`src/hdl/rrp_pkg.sv`:
```
// constants, register map and carrier types for the read range and upstream pacing block
// Functional notes
// with the range-1 control bit clear, reads that fall inside the ranges are refused the smart prefetch mode.
// with the range-1 control bit set, only reads that fall inside the ranges may use the smart prefetch mode.
// range-1 size comes from bits 31:1 of its control register, in 2-byte steps, at most 4 GB.
// each range is formed from a writable lower base word, its upper base word and its size.
// the range-2 upper base register gives bits 63:32 of the range-2 base address.
// range-2 size is a full 32-bit writable register, at most 4 GB.
// range eligibility only counts while the smart prefetch mode enable field is nonzero.
// a 3-bit pacing field decides when a second upstream read may go; code 000 waits for all completion data.
// pacing codes 001, 010, 011 let the second read go at 1, 2 or 4 completion data units outstanding or fewer.
// any pacing code with its top bit set lets the second read go at 8 units outstanding or fewer.
// a 2-bit field splits upstream writes at 32 (00), 64 (01) or 128 (1x) byte boundaries.
// an address is inside a range when it is at or above the base and below base plus size.
package rrp_pkg;

   localparam logic [7:0]  OFS_R1_BASE_LO = 8'h50;
   localparam logic [7:0]  OFS_R1_BASE_HI = 8'h54;
   localparam logic [7:0]  OFS_R1_CTL     = 8'h58;
   localparam logic [7:0]  OFS_R2_BASE_LO = 8'h5C;
   localparam logic [7:0]  OFS_R2_BASE_HI = 8'h60;
   localparam logic [7:0]  OFS_R2_SIZE    = 8'h64;
   localparam logic [7:0]  OFS_PACE       = 8'h68;

   localparam logic [31:0] ZERO_RST       = 32'h00000000;
   localparam logic [31:0] PACE_RST       = 32'hB8000000;
   localparam logic [31:0] PACE_WMASK     = 32'hF8000000;

   localparam int          R1_CTL_BIT     = 0;
   localparam int          R1_SIZE_LSB    = 1;
   localparam int          R1_SIZE_TOP    = 31;
   localparam int          PACE_LSB       = 27;
   localparam int          PACE_TOP       = 29;
   localparam int          FRAG_LSB       = 30;
   localparam int          FRAG_TOP       = 31;

   localparam logic [2:0]  PACE_ALL       = 3'h0;
   localparam logic [2:0]  PACE_ONE       = 3'h1;
   localparam logic [2:0]  PACE_TWO       = 3'h2;
   localparam logic [2:0]  PACE_FOUR      = 3'h3;
   localparam logic [15:0] THR_ALL        = 16'h0000;
   localparam logic [15:0] THR_ONE        = 16'h0001;
   localparam logic [15:0] THR_TWO        = 16'h0002;
   localparam logic [15:0] THR_FOUR       = 16'h0004;
   localparam logic [15:0] THR_EIGHT      = 16'h0008;

   localparam logic [1:0]  FRAG_32        = 2'h0;
   localparam logic [7:0]  BND_32         = 8'h20;
   localparam logic [7:0]  BND_64         = 8'h40;
   localparam logic [7:0]  BND_128        = 8'h80;

   localparam logic [3:0]  MODE_OFF       = 4'h0;
   localparam logic [1:0]  RESP_OKAY      = 2'h0;
   localparam logic [1:0]  RESP_SLVERR    = 2'h2;

   typedef struct packed {
      logic        awvalid;
      logic [7:0]  awaddr;
      logic        wvalid;
      logic [31:0] wdata;
      logic [3:0]  wstrb;
      logic        bready;
      logic        arvalid;
      logic [7:0]  araddr;
      logic        rready;
   } rrp_axi_req_type;

   typedef struct packed {
      logic        awready;
      logic        wready;
      logic        bvalid;
      logic [1:0]  bresp;
      logic        arready;
      logic        rvalid;
      logic [31:0] rdata;
      logic [1:0]  rresp;
   } rrp_axi_rsp_type;

endpackage

```
`src/hdl/rrp_top.sv`:
```
// register file and decision logic for smart prefetch ranges, read pacing and write splitting
`timescale 1ns/10ps
module rrp_top
   import rrp_pkg::*;
(
   input  wire logic            sys_clk,
   input  wire logic            srst,
   input  wire rrp_axi_req_type axi_req,
   output rrp_axi_rsp_type      axi_rsp,
   input  wire logic [3:0]      smart_mode_en,
   input  wire logic            chk_req,
   input  wire logic [63:0]     chk_addr,
   output logic                 chk_done,
   output logic                 chk_smart_ok,
   input  wire logic            rd_issue,
   input  wire logic [15:0]     rd_units,
   input  wire logic            cpl_unit,
   output logic                 second_rd_ok,
   output logic [15:0]          rd_outstanding,
   input  wire logic            wr_req,
   input  wire logic [6:0]      wr_addr,
   output logic                 wr_done,
   output logic [7:0]           wr_bnd_bytes,
   output logic [7:0]           wr_first_bytes
);

   typedef struct packed {
      logic        aw_got;
      logic [7:0]  aw_addr;
      logic        w_got;
      logic [31:0] w_data;
      logic [3:0]  w_strb;
      logic        ar_got;
      logic [7:0]  ar_addr;
      rrp_axi_rsp_type rsp;
      logic [31:0] r1_base_lo;
      logic [31:0] r1_base_hi;
      logic [31:0] r1_ctl;
      logic [31:0] r2_base_lo;
      logic [31:0] r2_base_hi;
      logic [31:0] r2_size;
      logic [31:0] pace;
      logic        chk_done;
      logic        chk_ok;
      logic [15:0] outstanding;
      logic        send_ok;
      logic        wr_done;
      logic [7:0]  wr_bnd;
      logic [7:0]  wr_first;
   } rrp_state_type;

   rrp_state_type st_q;
   rrp_state_type st_d;

   // byte-lane merge shared by every writable register
   function automatic logic [31:0] merge_strb(input logic [31:0] old_v,
                                             input logic [31:0] new_v,
                                             input logic [3:0]  strb);
      logic [31:0] res;
      res = old_v;
      for (int i = 0; i < 4; i++) begin
         if (strb[i]) begin
            res[i*8 +: 8] = new_v[i*8 +: 8];
         end
      end
      return res;
   endfunction

   // half-open window, 65-bit sum so a range ending at the top of memory cannot wrap
   function automatic logic in_window(input logic [63:0] addr,
                                      input logic [63:0] base,
                                      input logic [31:0] size);
      logic [64:0] limit;
      limit = {1'b0, base} + {33'h0, size};
      return (addr >= base) && ({1'b0, addr} < limit);
   endfunction

   function automatic logic mapped(input logic [7:0] a);
      return (a == OFS_R1_BASE_LO) || (a == OFS_R1_BASE_HI) || (a == OFS_R1_CTL) ||
             (a == OFS_R2_BASE_LO) || (a == OFS_R2_BASE_HI) || (a == OFS_R2_SIZE) ||
             (a == OFS_PACE);
   endfunction

   logic [63:0] r1_base;
   logic [63:0] r2_base;
   logic [31:0] r1_size;
   logic        in_r1;
   logic        in_r2;
   logic [2:0]  pace_code;
   logic [1:0]  frag_code;
   logic [15:0] thr;
   logic [7:0]  bnd;

   assign r1_base   = {st_q.r1_base_hi, st_q.r1_base_lo};
   assign r2_base   = {st_q.r2_base_hi, st_q.r2_base_lo};
   assign r1_size   = {st_q.r1_ctl[R1_SIZE_TOP:R1_SIZE_LSB], 1'b0};
   assign in_r1     = in_window(chk_addr, r1_base, r1_size);
   assign in_r2     = in_window(chk_addr, r2_base, st_q.r2_size);
   assign pace_code = st_q.pace[PACE_TOP:PACE_LSB];
   assign frag_code = st_q.pace[FRAG_TOP:FRAG_LSB];

   always_comb begin
      unique casez (pace_code)
         PACE_ALL:  thr = THR_ALL;
         PACE_ONE:  thr = THR_ONE;
         PACE_TWO:  thr = THR_TWO;
         PACE_FOUR: thr = THR_FOUR;
         default:   thr = THR_EIGHT;
      endcase
   end

   always_comb begin
      if (frag_code[1]) begin
         bnd = BND_128;
      end else if (frag_code == FRAG_32) begin
         bnd = BND_32;
      end else begin
         bnd = BND_64;
      end
   end

   always_comb begin
      logic [7:0]  wa;
      logic [31:0] rd_v;
      logic        any_in;
      wa     = st_q.aw_addr;
      rd_v   = ZERO_RST;
      any_in = 1'b0;
      st_d   = st_q;

      // write address and data are captured independently, in either order
      if (axi_req.awvalid && st_q.rsp.awready) begin
         st_d.aw_got  = 1'b1;
         st_d.aw_addr = axi_req.awaddr;
      end
      if (axi_req.wvalid && st_q.rsp.wready) begin
         st_d.w_got  = 1'b1;
         st_d.w_data = axi_req.wdata;
         st_d.w_strb = axi_req.wstrb;
      end
      if (st_q.rsp.bvalid && axi_req.bready) begin
         st_d.rsp.bvalid = 1'b0;
      end

      if (st_q.aw_got && st_q.w_got && !st_q.rsp.bvalid) begin
         st_d.aw_got     = 1'b0;
         st_d.w_got      = 1'b0;
         st_d.rsp.bvalid = 1'b1;
         st_d.rsp.bresp  = mapped(wa) ? RESP_OKAY : RESP_SLVERR;
         if (wa == OFS_R1_BASE_LO) begin
            st_d.r1_base_lo = merge_strb(st_q.r1_base_lo, st_q.w_data, st_q.w_strb);
         end
         if (wa == OFS_R1_BASE_HI) begin
            st_d.r1_base_hi = merge_strb(st_q.r1_base_hi, st_q.w_data, st_q.w_strb);
         end
         if (wa == OFS_R1_CTL) begin
            st_d.r1_ctl = merge_strb(st_q.r1_ctl, st_q.w_data, st_q.w_strb);
         end
         if (wa == OFS_R2_BASE_LO) begin
            st_d.r2_base_lo = merge_strb(st_q.r2_base_lo, st_q.w_data, st_q.w_strb);
         end
         if (wa == OFS_R2_BASE_HI) begin
            st_d.r2_base_hi = merge_strb(st_q.r2_base_hi, st_q.w_data, st_q.w_strb);
         end
         if (wa == OFS_R2_SIZE) begin
            st_d.r2_size = merge_strb(st_q.r2_size, st_q.w_data, st_q.w_strb);
         end
         if (wa == OFS_PACE) begin
            // reserved low bits stay zero
            st_d.pace = merge_strb(st_q.pace, st_q.w_data, st_q.w_strb) & PACE_WMASK;
         end
      end
      // no new address or data while a write is held or its answer waits
      st_d.rsp.awready = !st_d.aw_got && !st_d.rsp.bvalid;
      st_d.rsp.wready  = !st_d.w_got && !st_d.rsp.bvalid;

      // read: address taken, data answered on the following edge
      if (st_q.rsp.rvalid && axi_req.rready) begin
         st_d.rsp.rvalid = 1'b0;
      end
      if (axi_req.arvalid && st_q.rsp.arready) begin
         st_d.ar_got  = 1'b1;
         st_d.ar_addr = axi_req.araddr;
      end
      if (st_q.ar_got && !st_q.rsp.rvalid) begin
         unique case (st_q.ar_addr)
            OFS_R1_BASE_LO: rd_v = st_q.r1_base_lo;
            OFS_R1_BASE_HI: rd_v = st_q.r1_base_hi;
            OFS_R1_CTL:     rd_v = st_q.r1_ctl;
            OFS_R2_BASE_LO: rd_v = st_q.r2_base_lo;
            OFS_R2_BASE_HI: rd_v = st_q.r2_base_hi;
            OFS_R2_SIZE:    rd_v = st_q.r2_size;
            OFS_PACE:       rd_v = st_q.pace;
            default:        rd_v = ZERO_RST;
         endcase
         st_d.ar_got     = 1'b0;
         st_d.rsp.rvalid = 1'b1;
         st_d.rsp.rdata  = rd_v;
         st_d.rsp.rresp  = mapped(st_q.ar_addr) ? RESP_OKAY : RESP_SLVERR;
      end
      st_d.rsp.arready = !st_d.ar_got && !st_d.rsp.rvalid;

      // range eligibility, one cycle after the request
      st_d.chk_done = chk_req;
      if (chk_req) begin
         any_in = in_r1 || in_r2;
         if (smart_mode_en == MODE_OFF) begin
            st_d.chk_ok = 1'b0;
         end else if (st_q.r1_ctl[R1_CTL_BIT]) begin
            st_d.chk_ok = any_in;
         end else begin
            st_d.chk_ok = !any_in;
         end
      end

      // completion data still owed to the last request of the channel
      if (rd_issue) begin
         st_d.outstanding = rd_units;
      end else if (cpl_unit && (st_q.outstanding != THR_ALL)) begin
         st_d.outstanding = st_q.outstanding - THR_ONE;
      end
      st_d.send_ok = (st_d.outstanding <= thr);

      // first fragment runs up to the next boundary
      st_d.wr_done = wr_req;
      if (wr_req) begin
         st_d.wr_bnd   = bnd;
         // boundary is a power of two, so one less is the offset mask
         st_d.wr_first = bnd - ({1'b0, wr_addr} & (bnd - 8'h01));
      end
   end

   always_ff @(posedge sys_clk) begin
      if (srst) begin
         st_q             <= '0;
         st_q.r1_base_lo  <= ZERO_RST;
         st_q.r1_base_hi  <= ZERO_RST;
         st_q.r1_ctl      <= ZERO_RST;
         st_q.r2_base_lo  <= ZERO_RST;
         st_q.r2_base_hi  <= ZERO_RST;
         st_q.r2_size     <= ZERO_RST;
         st_q.pace        <= PACE_RST;
         st_q.send_ok     <= 1'b1;
      end else begin
         st_q <= st_d;
      end
   end

   assign axi_rsp        = st_q.rsp;
   assign chk_done       = st_q.chk_done;
   assign chk_smart_ok   = st_q.chk_ok;
   assign second_rd_ok   = st_q.send_ok;
   assign rd_outstanding = st_q.outstanding;
   assign wr_done        = st_q.wr_done;
   assign wr_bnd_bytes   = st_q.wr_bnd;
   assign wr_first_bytes = st_q.wr_first;

endmodule // rrp_top

```
`config.mk`:
```
export PLATFORM = sky130hd
export DESIGN_NAME = rrp_top
export DESIGN_NICKNAME = d
export VERILOG_FILES = /design/src/hdl/rrp_pkg.sv /design/src/hdl/rrp_top.sv
export SDC_FILE = /design/constraint.sdc
export NUM_CORES = 1
export LEC_CHECK = 0
export BUFFER_PORTS_ARGS = -buffer_cell sky130_fd_sc_hd__buf_2
export CORE_UTILIZATION = 55
export CTS_CLUSTER_DIAMETER = 40
export DETAILED_ROUTE_END_ITERATION = 8
export PLACE_DENSITY_LB_ADDON = 0.05
export SYNTH_ARGS = -nofsm -noshare
export SYNTH_HDL_FRONTEND = slang
export SYNTH_SLANG_ARGS = --single-unit
```
`constraint.sdc`:
```
create_clock -name sys_clk -period 6.8 [get_ports sys_clk]
set_input_delay 1.36 -clock sys_clk [delete_from_list [all_inputs] [get_ports sys_clk]]
set_output_delay 1.36 -clock sys_clk [all_outputs]
set_load 0.005 [all_outputs]
```
==> results of run 1 <==
[per-stage QoR]
stage                     util (%)  cell area (µm²)  power [W]  hold slack [ns]  setup WS, ns
after global routing          62.5            26400    0.00518            0.465         0.203
after global placement        58.5            24700    0.00245            0.429         0.967
after floorplan                  -            23700    0.00229            0.417          2.19
after CTS                     62.5            26400    0.00503            0.451         0.643
after detailed placement      58.5            24700    0.00247            0.434         0.742
final                         62.5            26400    0.00501            0.447         0.452
[cell type report]
type	instances	area share (%)
tap	539	2.55
clock buffer	55	4.96
antenna	1	0.00947
sequential	322	24.4
inverter	162	2.30
timing repair buffer	242	4.80
clock inverter	37	1.42
multi-input combinational	2345	59.5
[metal layers]
metal	track usage, %	part of all wire, %	vias up
met3	6.61	7.6	231
met2	62.9	46	1045
li1	-	-	10852
met4	21.3	6.0	0
met1	47.1	41	10950
met5	0	0	-
[cells in the final DEF, fill, tap and decap left out, types with 15 or more instances in the layout]
cell type,n
nand2b_1,19
xnor2_1,107
nand3_1,54
o21bai_1,15
nor3_1,42
nand2_1,433
a21o_1,57
a211oi_1,24
a22oi_1,63
buf_2,222
buf_4,19
dfxtp_1,322
ha_1,323
mux2i_1,128
o21ai_0,119
nor2b_1,25
xor2_1,29
nor2_1,299
a21oi_1,270
inv_1,162
a221oi_1,39
clkbuf_16,51
nand4_1,65
nor4_1,25
[power by group]
| part | switching [W] | internal [W] | leakage [nW] |
|---|---|---|---|
| Combinational | 0.000288 | 0.000189 | 7.88 |
| Sequential | 0.0000458 | 0.00192 | 2.61 |
| Clock | 0.00103 | 0.00155 | 0.830 |
| Total | 0.00136 | 0.00365 | 11.3 |
[cells by family (layout without fill, tap and decap cells)]
family	after synthesis	in the layout	synth area share (%)
AO/OA/AOI/OAI	692	692	18.3
XOR/XNOR	136	136	5.03
adder cells (fa/ha/maj)	325	325	17.2
buffers and inverters	340	496	6.63
flip-flops	322	322	27.2
multiplexers	129	129	5.46
other	1	8	0.0158
AND/OR/NAND/NOR	1056	1056	20.1
[critical path, stage by stage, from the launching register on]
cell and delay (ns):
dfxtp_1 0.33, ha_1 0.23, inv_1 0.09, fa_1 0.21
nor2b_1 0.07, o31a_1 0.28, o211ai_1 0.42, nand3_1 0.19
a41o_1 0.32, a211oi_1 0.45, o31a_1 0.49, buf_4 0.29
nor2_1 0.07, xnor2_1 0.12, ha_1 0.31, nand4_1 0.12
nor4_1 0.87, nand2_1 0.12, o41ai_1 0.36, o21ai_0 0.16
o211a_1 0.16, o21ai_0 0.23, nor4bb_1 0.26, a211o_1 0.14
[flip-flops by register name (all words and copies together) (netlist names), 2 cells and up]
name / count
pace_code: 3
st_q: 88
rd_outstanding: 16
r2_base: 64
wr_first_bytes: 8
frag_code: 2
axi_rsp: 39
r1_base: 64
r1_size: 31
wr_bnd_bytes: 3
[synthesized netlist by cell type, types with 9 or more instances]
library cell,count,share of area (%)
nor4_1,25,0.66
clkbuf_1,97,1.5
nand4_1,65,1.7
a211o_1,9,0.33
a31oi_1,13,0.34
a22oi_1,63,2.0
nor2_1,304,4.8
mux2i_1,128,5.4
a21o_1,57,1.8
a21oi_1,270,5.7
buf_4,73,2.3
nor3_1,45,0.95
xor2_1,29,1.1
o21bai_1,15,0.48
and4_1,13,0.48
and3_1,11,0.29
and2_1,13,0.34
o211ai_1,11,0.35
ha_1,323,17
o21ai_0,119,2.5
a2111oi_0,11,0.41
inv_1,162,2.6
o21a_1,14,0.44
nand2b_1,20,0.53
a221oi_1,39,1.4
dfxtp_1,322,27
a211oi_1,24,0.76
nand3_1,54,1.1
nand2_1,433,6.9
nor2b_1,25,0.66
xnor2_1,107,4.0
[path summary, 6_finish.rpt]
check                  to  slack (ns)  cells after the start
min           axi_rsp[19]        0.45                      2
max          chk_smart_ok        0.45                     23
min reg2reg   axi_rsp[19]        0.45                      2
max reg2reg  chk_smart_ok        0.45                     23
==> summary.md, run 1 <==
| Metric | Value |
|---|---|
| Sequential element share of the synthesized area | `a little over a quarter` |
| Final cell count without fillers | `about 3,700` |
| Synth-to-Final Area Change | `11.5%` |
| Slew HR | `between 20 and 25%` |
| CP arrival | `around 6.9 ns` |
| Maximum vdd drop | `approximately 0.00027 V` |
| Clock sink count | `322` |
| Clk pin slew, worst setup/hold paths | `0.06 ns` |
| Clock buffer depth | `3` |
| Period utilisation layout | `between 90% and 100%` |
| Startpoint of the worst hold path | `axi_rsp[19]` |
| H-Tree Depth | `2` |
| Dpl hpwl | `between 60 and 70 mm` |
| Reg2Reg Launch Point | `r1_base[1]` |
| Mapped Area | `between 20,000 and 25,000 µm²` |
| Total die area | `43,900 µm²` |
| Skew-Pair Late Insertion Delay | `0.59 ns` |
| Multi-input gate area | `about 16,000 µm²` |
| Horiz. Die Dim | `210 µm` |
| Setup Buffers After CTS | `0` |
| Grt total ovfl | `0` |
| Final hold violations | `0` |
| Post-DRT Antenna Nets | `0` |
| I/O Buffers | `between 200 and 250` |
| Async set-or-reset flop fraction in the synthesized netlist | `0%` |
| Outcome | `finished clean` |
| Crit path from | `r1_base[1]` |
| Hold crit path type | `flop to flop` |
| Synth Instances | `~3,000` |
| Nets | `between 3,000 and 4,000` |
| # fillers | `~3,800` |
| First-pass GRT wire length | `between 100 and 150 mm` |
| Synth Warn # | `0` |
| Max-cap viol count | `0` |
| RSZ-0062 raised after global routing | `no` |
| Largest net degree at the start of global routing | `124` |
| CTS tree | `yes` |
| Setup crit start kind | `flop` |
| Crit-path max FO | `9` |
| CP Capture Type | `flop` |
| Max Clk Rate | `0.158 GHz` |
| Row count | `75` |
| LEAKAGE | `approximately 11 nW` |
| Sequential cell area | `about 6400 µm²` |
| Iter 0 DRT Violations | `between 2,000 and 2,500` |
| Initial antenna violation count | `1` |
| Layout cell share with drive strength beyond 1 | `11.1%` |
| Post-synth EDFFs | `0` |
| Post-Route WL | `about 85 mm` |
| Minimum clock period | `between 6 and 7 ns` |
| Cts repair resizes | `0` |
| Crit Path Class | `flop to flop` |
| CTS Buf Count | `49` |
| Skew final | `about 0.019 ns` |
| Dpl cells | `3,609` |
| RD Place Congestion | `~1.0` |
| Drt drc | `0` |
| Avg WL per Cell | `23.0 µm` |
| I/O pins | `~230` |
| DRT Pass-1 Iters | `5` |
| DR vias/cell | `~6.2` |
| Worst-margin pin slew | `approximately 1.1 ns` |
| Distinct cells, synth | `a little over 70` |
| Vias in the first global route | `about 22,000` |
| Power per Cell Area | `roughly 190 nW/µm²` |
| Setup tns final | `0 ns` |
| Req. time, crit path | `~7.3 ns` |
| Cts hold-fix bufs | `0` |
| Main synth FF type | `dfxtp_1` |
| Initial Util | `about 56%` |
| Post-synthesis register bit count | `~320` |
| CTS root buf | `clkbuf_16` |
| Die Height | `approximately 210 µm` |
| GRT Overall Usage | `a little under two fifths` |
| Slew Viols, Final | `0` |
| Syn avg cell area | `around 7.9 µm²` |
| Via count | `roughly 23,000` |
| Core Area | `42,200 µm²` |
| Setup violations, final | `0` |
Note: power is estimated with default switching activity, not from simulation.
==> inputs of run 2 (changes only) <==
--- a/config.mk
+++ b/config.mk
@@ -6,7 +6,7 @@
 export NUM_CORES = 1
 export LEC_CHECK = 0
 export BUFFER_PORTS_ARGS = -buffer_cell sky130_fd_sc_hd__buf_2
-export CORE_UTILIZATION = 55
+export CORE_UTILIZATION = 66
 export CTS_CLUSTER_DIAMETER = 40
 export DETAILED_ROUTE_END_ITERATION = 8
 export PLACE_DENSITY_LB_ADDON = 0.05
==> run 2 against run 1 <==
Sequential share of layout area increased by 0.20 points; via count increased by 3.2%; die area decreased by 17%; sequential cell count unchanged; core utilization increased by 11 points; combinational power increased by 1%; setup slack got worse by 0.20 ns; routed wire length decreased by 2.4%; power decreased by 0.99%; worst hold slack improved by 0.0035 ns.
==> summary.md, run 2 (synthesis results as in run 1) <==
| Metric | Value |
|---|---|
| Maximum vdd drop | `0.000222 V (was 0.000275 V)` |
| Hold crit path type | `flop to flop (unchanged)` |
| Iter 0 DRT Violations | `2,676 (was 2,146)` |
| Sequential cell area | `6450 µm² (unchanged)` |
| Most frequent cells in the layout | `nand2_1 (433), ha_1 (323), dfxtp_1 (322), nor2_1 (299), a21oi_1 (270) (unchanged)` |
| Power per Cell Area | `190 nW/µm² (about the same)` |
| Crit-path max cell delay | `0.91 ns (was 0.87 ns)` |
| Max reg flops | `88 (unchanged)` |
| Largest net degree at the start of global routing | `113 (was 124)` |
| I/O pins | `231 (unchanged)` |
| Crit-path max FO | `8 (was 9)` |
| Skew final | `0.0219 ns (was 0.0192 ns)` |
| Initial antenna violation count | `1 (unchanged)` |
| Horiz. Die Dim | `191 µm (was 210 µm)` |
| Clk pin slew, worst setup/hold paths | `0.06 ns (about the same)` |
| Row count | `69 (was 75)` |
| Die Height | `191 µm (was 210 µm)` |
| Setup violations, final | `0 (unchanged)` |
| Multi-input gate area | `15,700 µm² (about the same)` |
| RD Place Congestion | `1.04 (was 1.01)` |
| DRT Pass-1 Iters | `6 (was 5)` |
| Max-cap viol count | `0 (unchanged)` |
| Cts repair resizes | `0 (unchanged)` |
| H-Tree Depth | `2 (unchanged)` |
| CP Capture Type | `flop (unchanged)` |
| CP arrival | `7.03 ns (was 6.87 ns)` |
| Worst path bufs/invs | `1 (was 2)` |
| Initial Util | `66.8% (was 56.1%)` |
| Slew Viols, Final | `0 (unchanged)` |
| Final hold violations | `0 (unchanged)` |
| Drt drc | `0 (unchanged)` |
| GRT Overall Usage | `44.8% (was 38.1%)` |
| Crit Path Class | `flop to flop (unchanged)` |
| LEAKAGE | `11.2 nW (was 11.3 nW)` |
| Fin area | `26,200 µm² (was 26,400 µm²)` |
| Slowest CP cell | `nor4_1 (unchanged)` |
| CTS tree | `yes (unchanged)` |
| Via count | `23,820 (was 23,078)` |
| Biggest register | `st_q (unchanged)` |
| Synth-to-Final Area Change | `10.6% (was 11.5%)` |
| Cell Chain, Critical Path | `ha_1 -> inv_1 -> fa_1 -> nor2b_1 -> o31a_1 -> o211ai_1 -> nand3_1 -> a41o_1 -> a211oi_1 -> o31a_1 -> nor4_1 -> xnor2_1 -> ha_1 -> nand4_1 -> nor4_1 -> nand2_1 -> o41ai_1 -> o21ai_0 -> o211a_1 -> o21ai_0 -> nor4bb_1 -> a211o_1 (was ha_1 -> inv_1 -> fa_1 -> nor2b_1 -> o31a_1 -> o211ai_1 -> nand3_1 -> a41o_1 -> a211oi_1 -> o31a_1 -> buf_4 -> nor2_1 -> xnor2_1 -> ha_1 -> nand4_1 -> nor4_1 -> nand2_1 -> o41ai_1 -> o21ai_0 -> o211a_1 -> o21ai_0 -> nor4bb_1 -> a211o_1)` |
| Skew-Pair Late Insertion Delay | `0.57 ns (was 0.59 ns)` |
| Core Area | `35,500 µm² (was 42,200 µm²)` |
| Max Clk Rate | `0.153 GHz (was 0.158 GHz)` |
| R2R Setup Slk | `0.26 ns (was 0.45 ns)` |
| Period utilisation layout | `96.2% (was 93.3%)` |
| Cts hold-fix bufs | `0 (unchanged)` |
| Outcome | `finished clean (unchanged)` |
| Setup crit start kind | `flop (unchanged)` |
| Slew HR | `20.5% (was 24.3%)` |
| Total die area | `36,700 µm² (was 43,900 µm²)` |
| Worst-margin pin slew | `1.19 ns (was 1.12 ns)` |
| First-pass GRT wire length | `126 mm (was 128 mm)` |
| Final Power | `0.00497 W (was 0.00501 W)` |
| DR vias/cell | `6.60 (was 6.23)` |
| RSZ-0062 raised after global routing | `no (unchanged)` |
| Setup tns final | `0 ns (unchanged)` |
| CTS Buf Count | `42 (was 49)` |
| Vias in the first global route | `22,633 (was 21,833)` |
| CTS root buf | `clkbuf_16 (unchanged)` |
| Avg WL per Cell | `23.1 µm (was 23.0 µm)` |
| Clock sink count | `322 (unchanged)` |
| Dpl hpwl | `63.7 mm (was 66.5 mm)` |
| Crit-path leading delay family | `compound AO/OA/AOI/OAI gates (unchanged)` |
| Setup Buffers After CTS | `0 (unchanged)` |
| Post-DRT Antenna Nets | `0 (unchanged)` |
| Clock buffer depth | `3 (unchanged)` |
| Leading cell type in the layout, fill and taps excluded | `nand2_1 (unchanged)` |
| Minimum clock period | `6.54 ns (was 6.35 ns)` |
| Nets | `3,592 (was 3,601)` |
| Post-Route WL | `83.2 mm (was 85.3 mm)` |
| Layout cell share with drive strength beyond 1 | `10.6% (was 11.1%)` |
| Grt total ovfl | `0 (unchanged)` |
| Dpl cell area | `24,600 µm² (was 24,700 µm²)` |
| I/O Buffers | `223 (unchanged)` |
| Req. time, crit path | `7.29 ns (was 7.32 ns)` |
| # fillers | `2,818 (was 3,803)` |
-- run 2: layer usage --
| metal | GRT usage, % | vias up | share of wire [%] |
|---|---|---|---|
| met2 | 70.7 | 1424 | 44 |
| met5 | 0 | - | 0 |
| met3 | 7.97 | 391 | 9.8 |
| met1 | 54.9 | 11141 | 38 |
| li1 | - | 10864 | - |
| met4 | 32.3 | 0 | 8.1 |
-- run 2: path summary, 6_finish.rpt --
path | start | end | depth (start not counted)
worst max-delay path | r1_base[1] | chk_smart_ok | 22
worst min-delay path | axi_rsp[7] | axi_rsp[7] | 2
worst max register to register | r1_base[1] | chk_smart_ok | 22
worst min register to register | axi_rsp[7] | axi_rsp[7] | 2
-- run 2: worst register-to-register path: cells and delay by family (launching register included) --
family	cells	cell delay (ns)
compound gates	10	3.16
xor+xnor	1	0.16
fa+ha+maj	3	0.76
buf+inv	1	0.08
flops	1	0.34
simple gates	7	1.97
-- run 2: final cells by class --
class	instances	area share [%]
antenna	1	0.00955
sequential	322	24.6
clock buffer	48	4.29
tap	461	2.20
multi-input combinational	2345	60.0
inverter	162	2.32
timing repair buffer	240	4.78
clock inverter	28	1.75
-- run 2: power by group --
| part | switching [W] | leakage [nW] | internal [W] |
|---|---|---|---|
| logic | 0.000293 | 7.86 | 0.000191 |
| registers | 0.0000476 | 2.61 | 0.00192 |
| clock network | 0.000953 | 0.769 | 0.00156 |
| total | 0.00129 | 11.2 | 0.00367 |
-- run 2: metrics by stage --
| step | utilization, % | setup WS [ns] | instances | hold slack [ns] |
|---|---|---|---|---|
| 2_1_floorplan | - | 2.19 | 3007 | 0.417 |
| 3_3_place_gp | 69.4 | 0.908 | 3530 | 0.431 |
| 3_5_place_dp | 69.4 | 0.690 | 3530 | 0.437 |
| 4_1_cts | 73.8 | 0.565 | 3606 | 0.447 |
| 5_1_grt | 73.8 | 0.127 | 3607 | 0.465 |
| 6_report | 73.8 | 0.256 | 3607 | 0.451 |
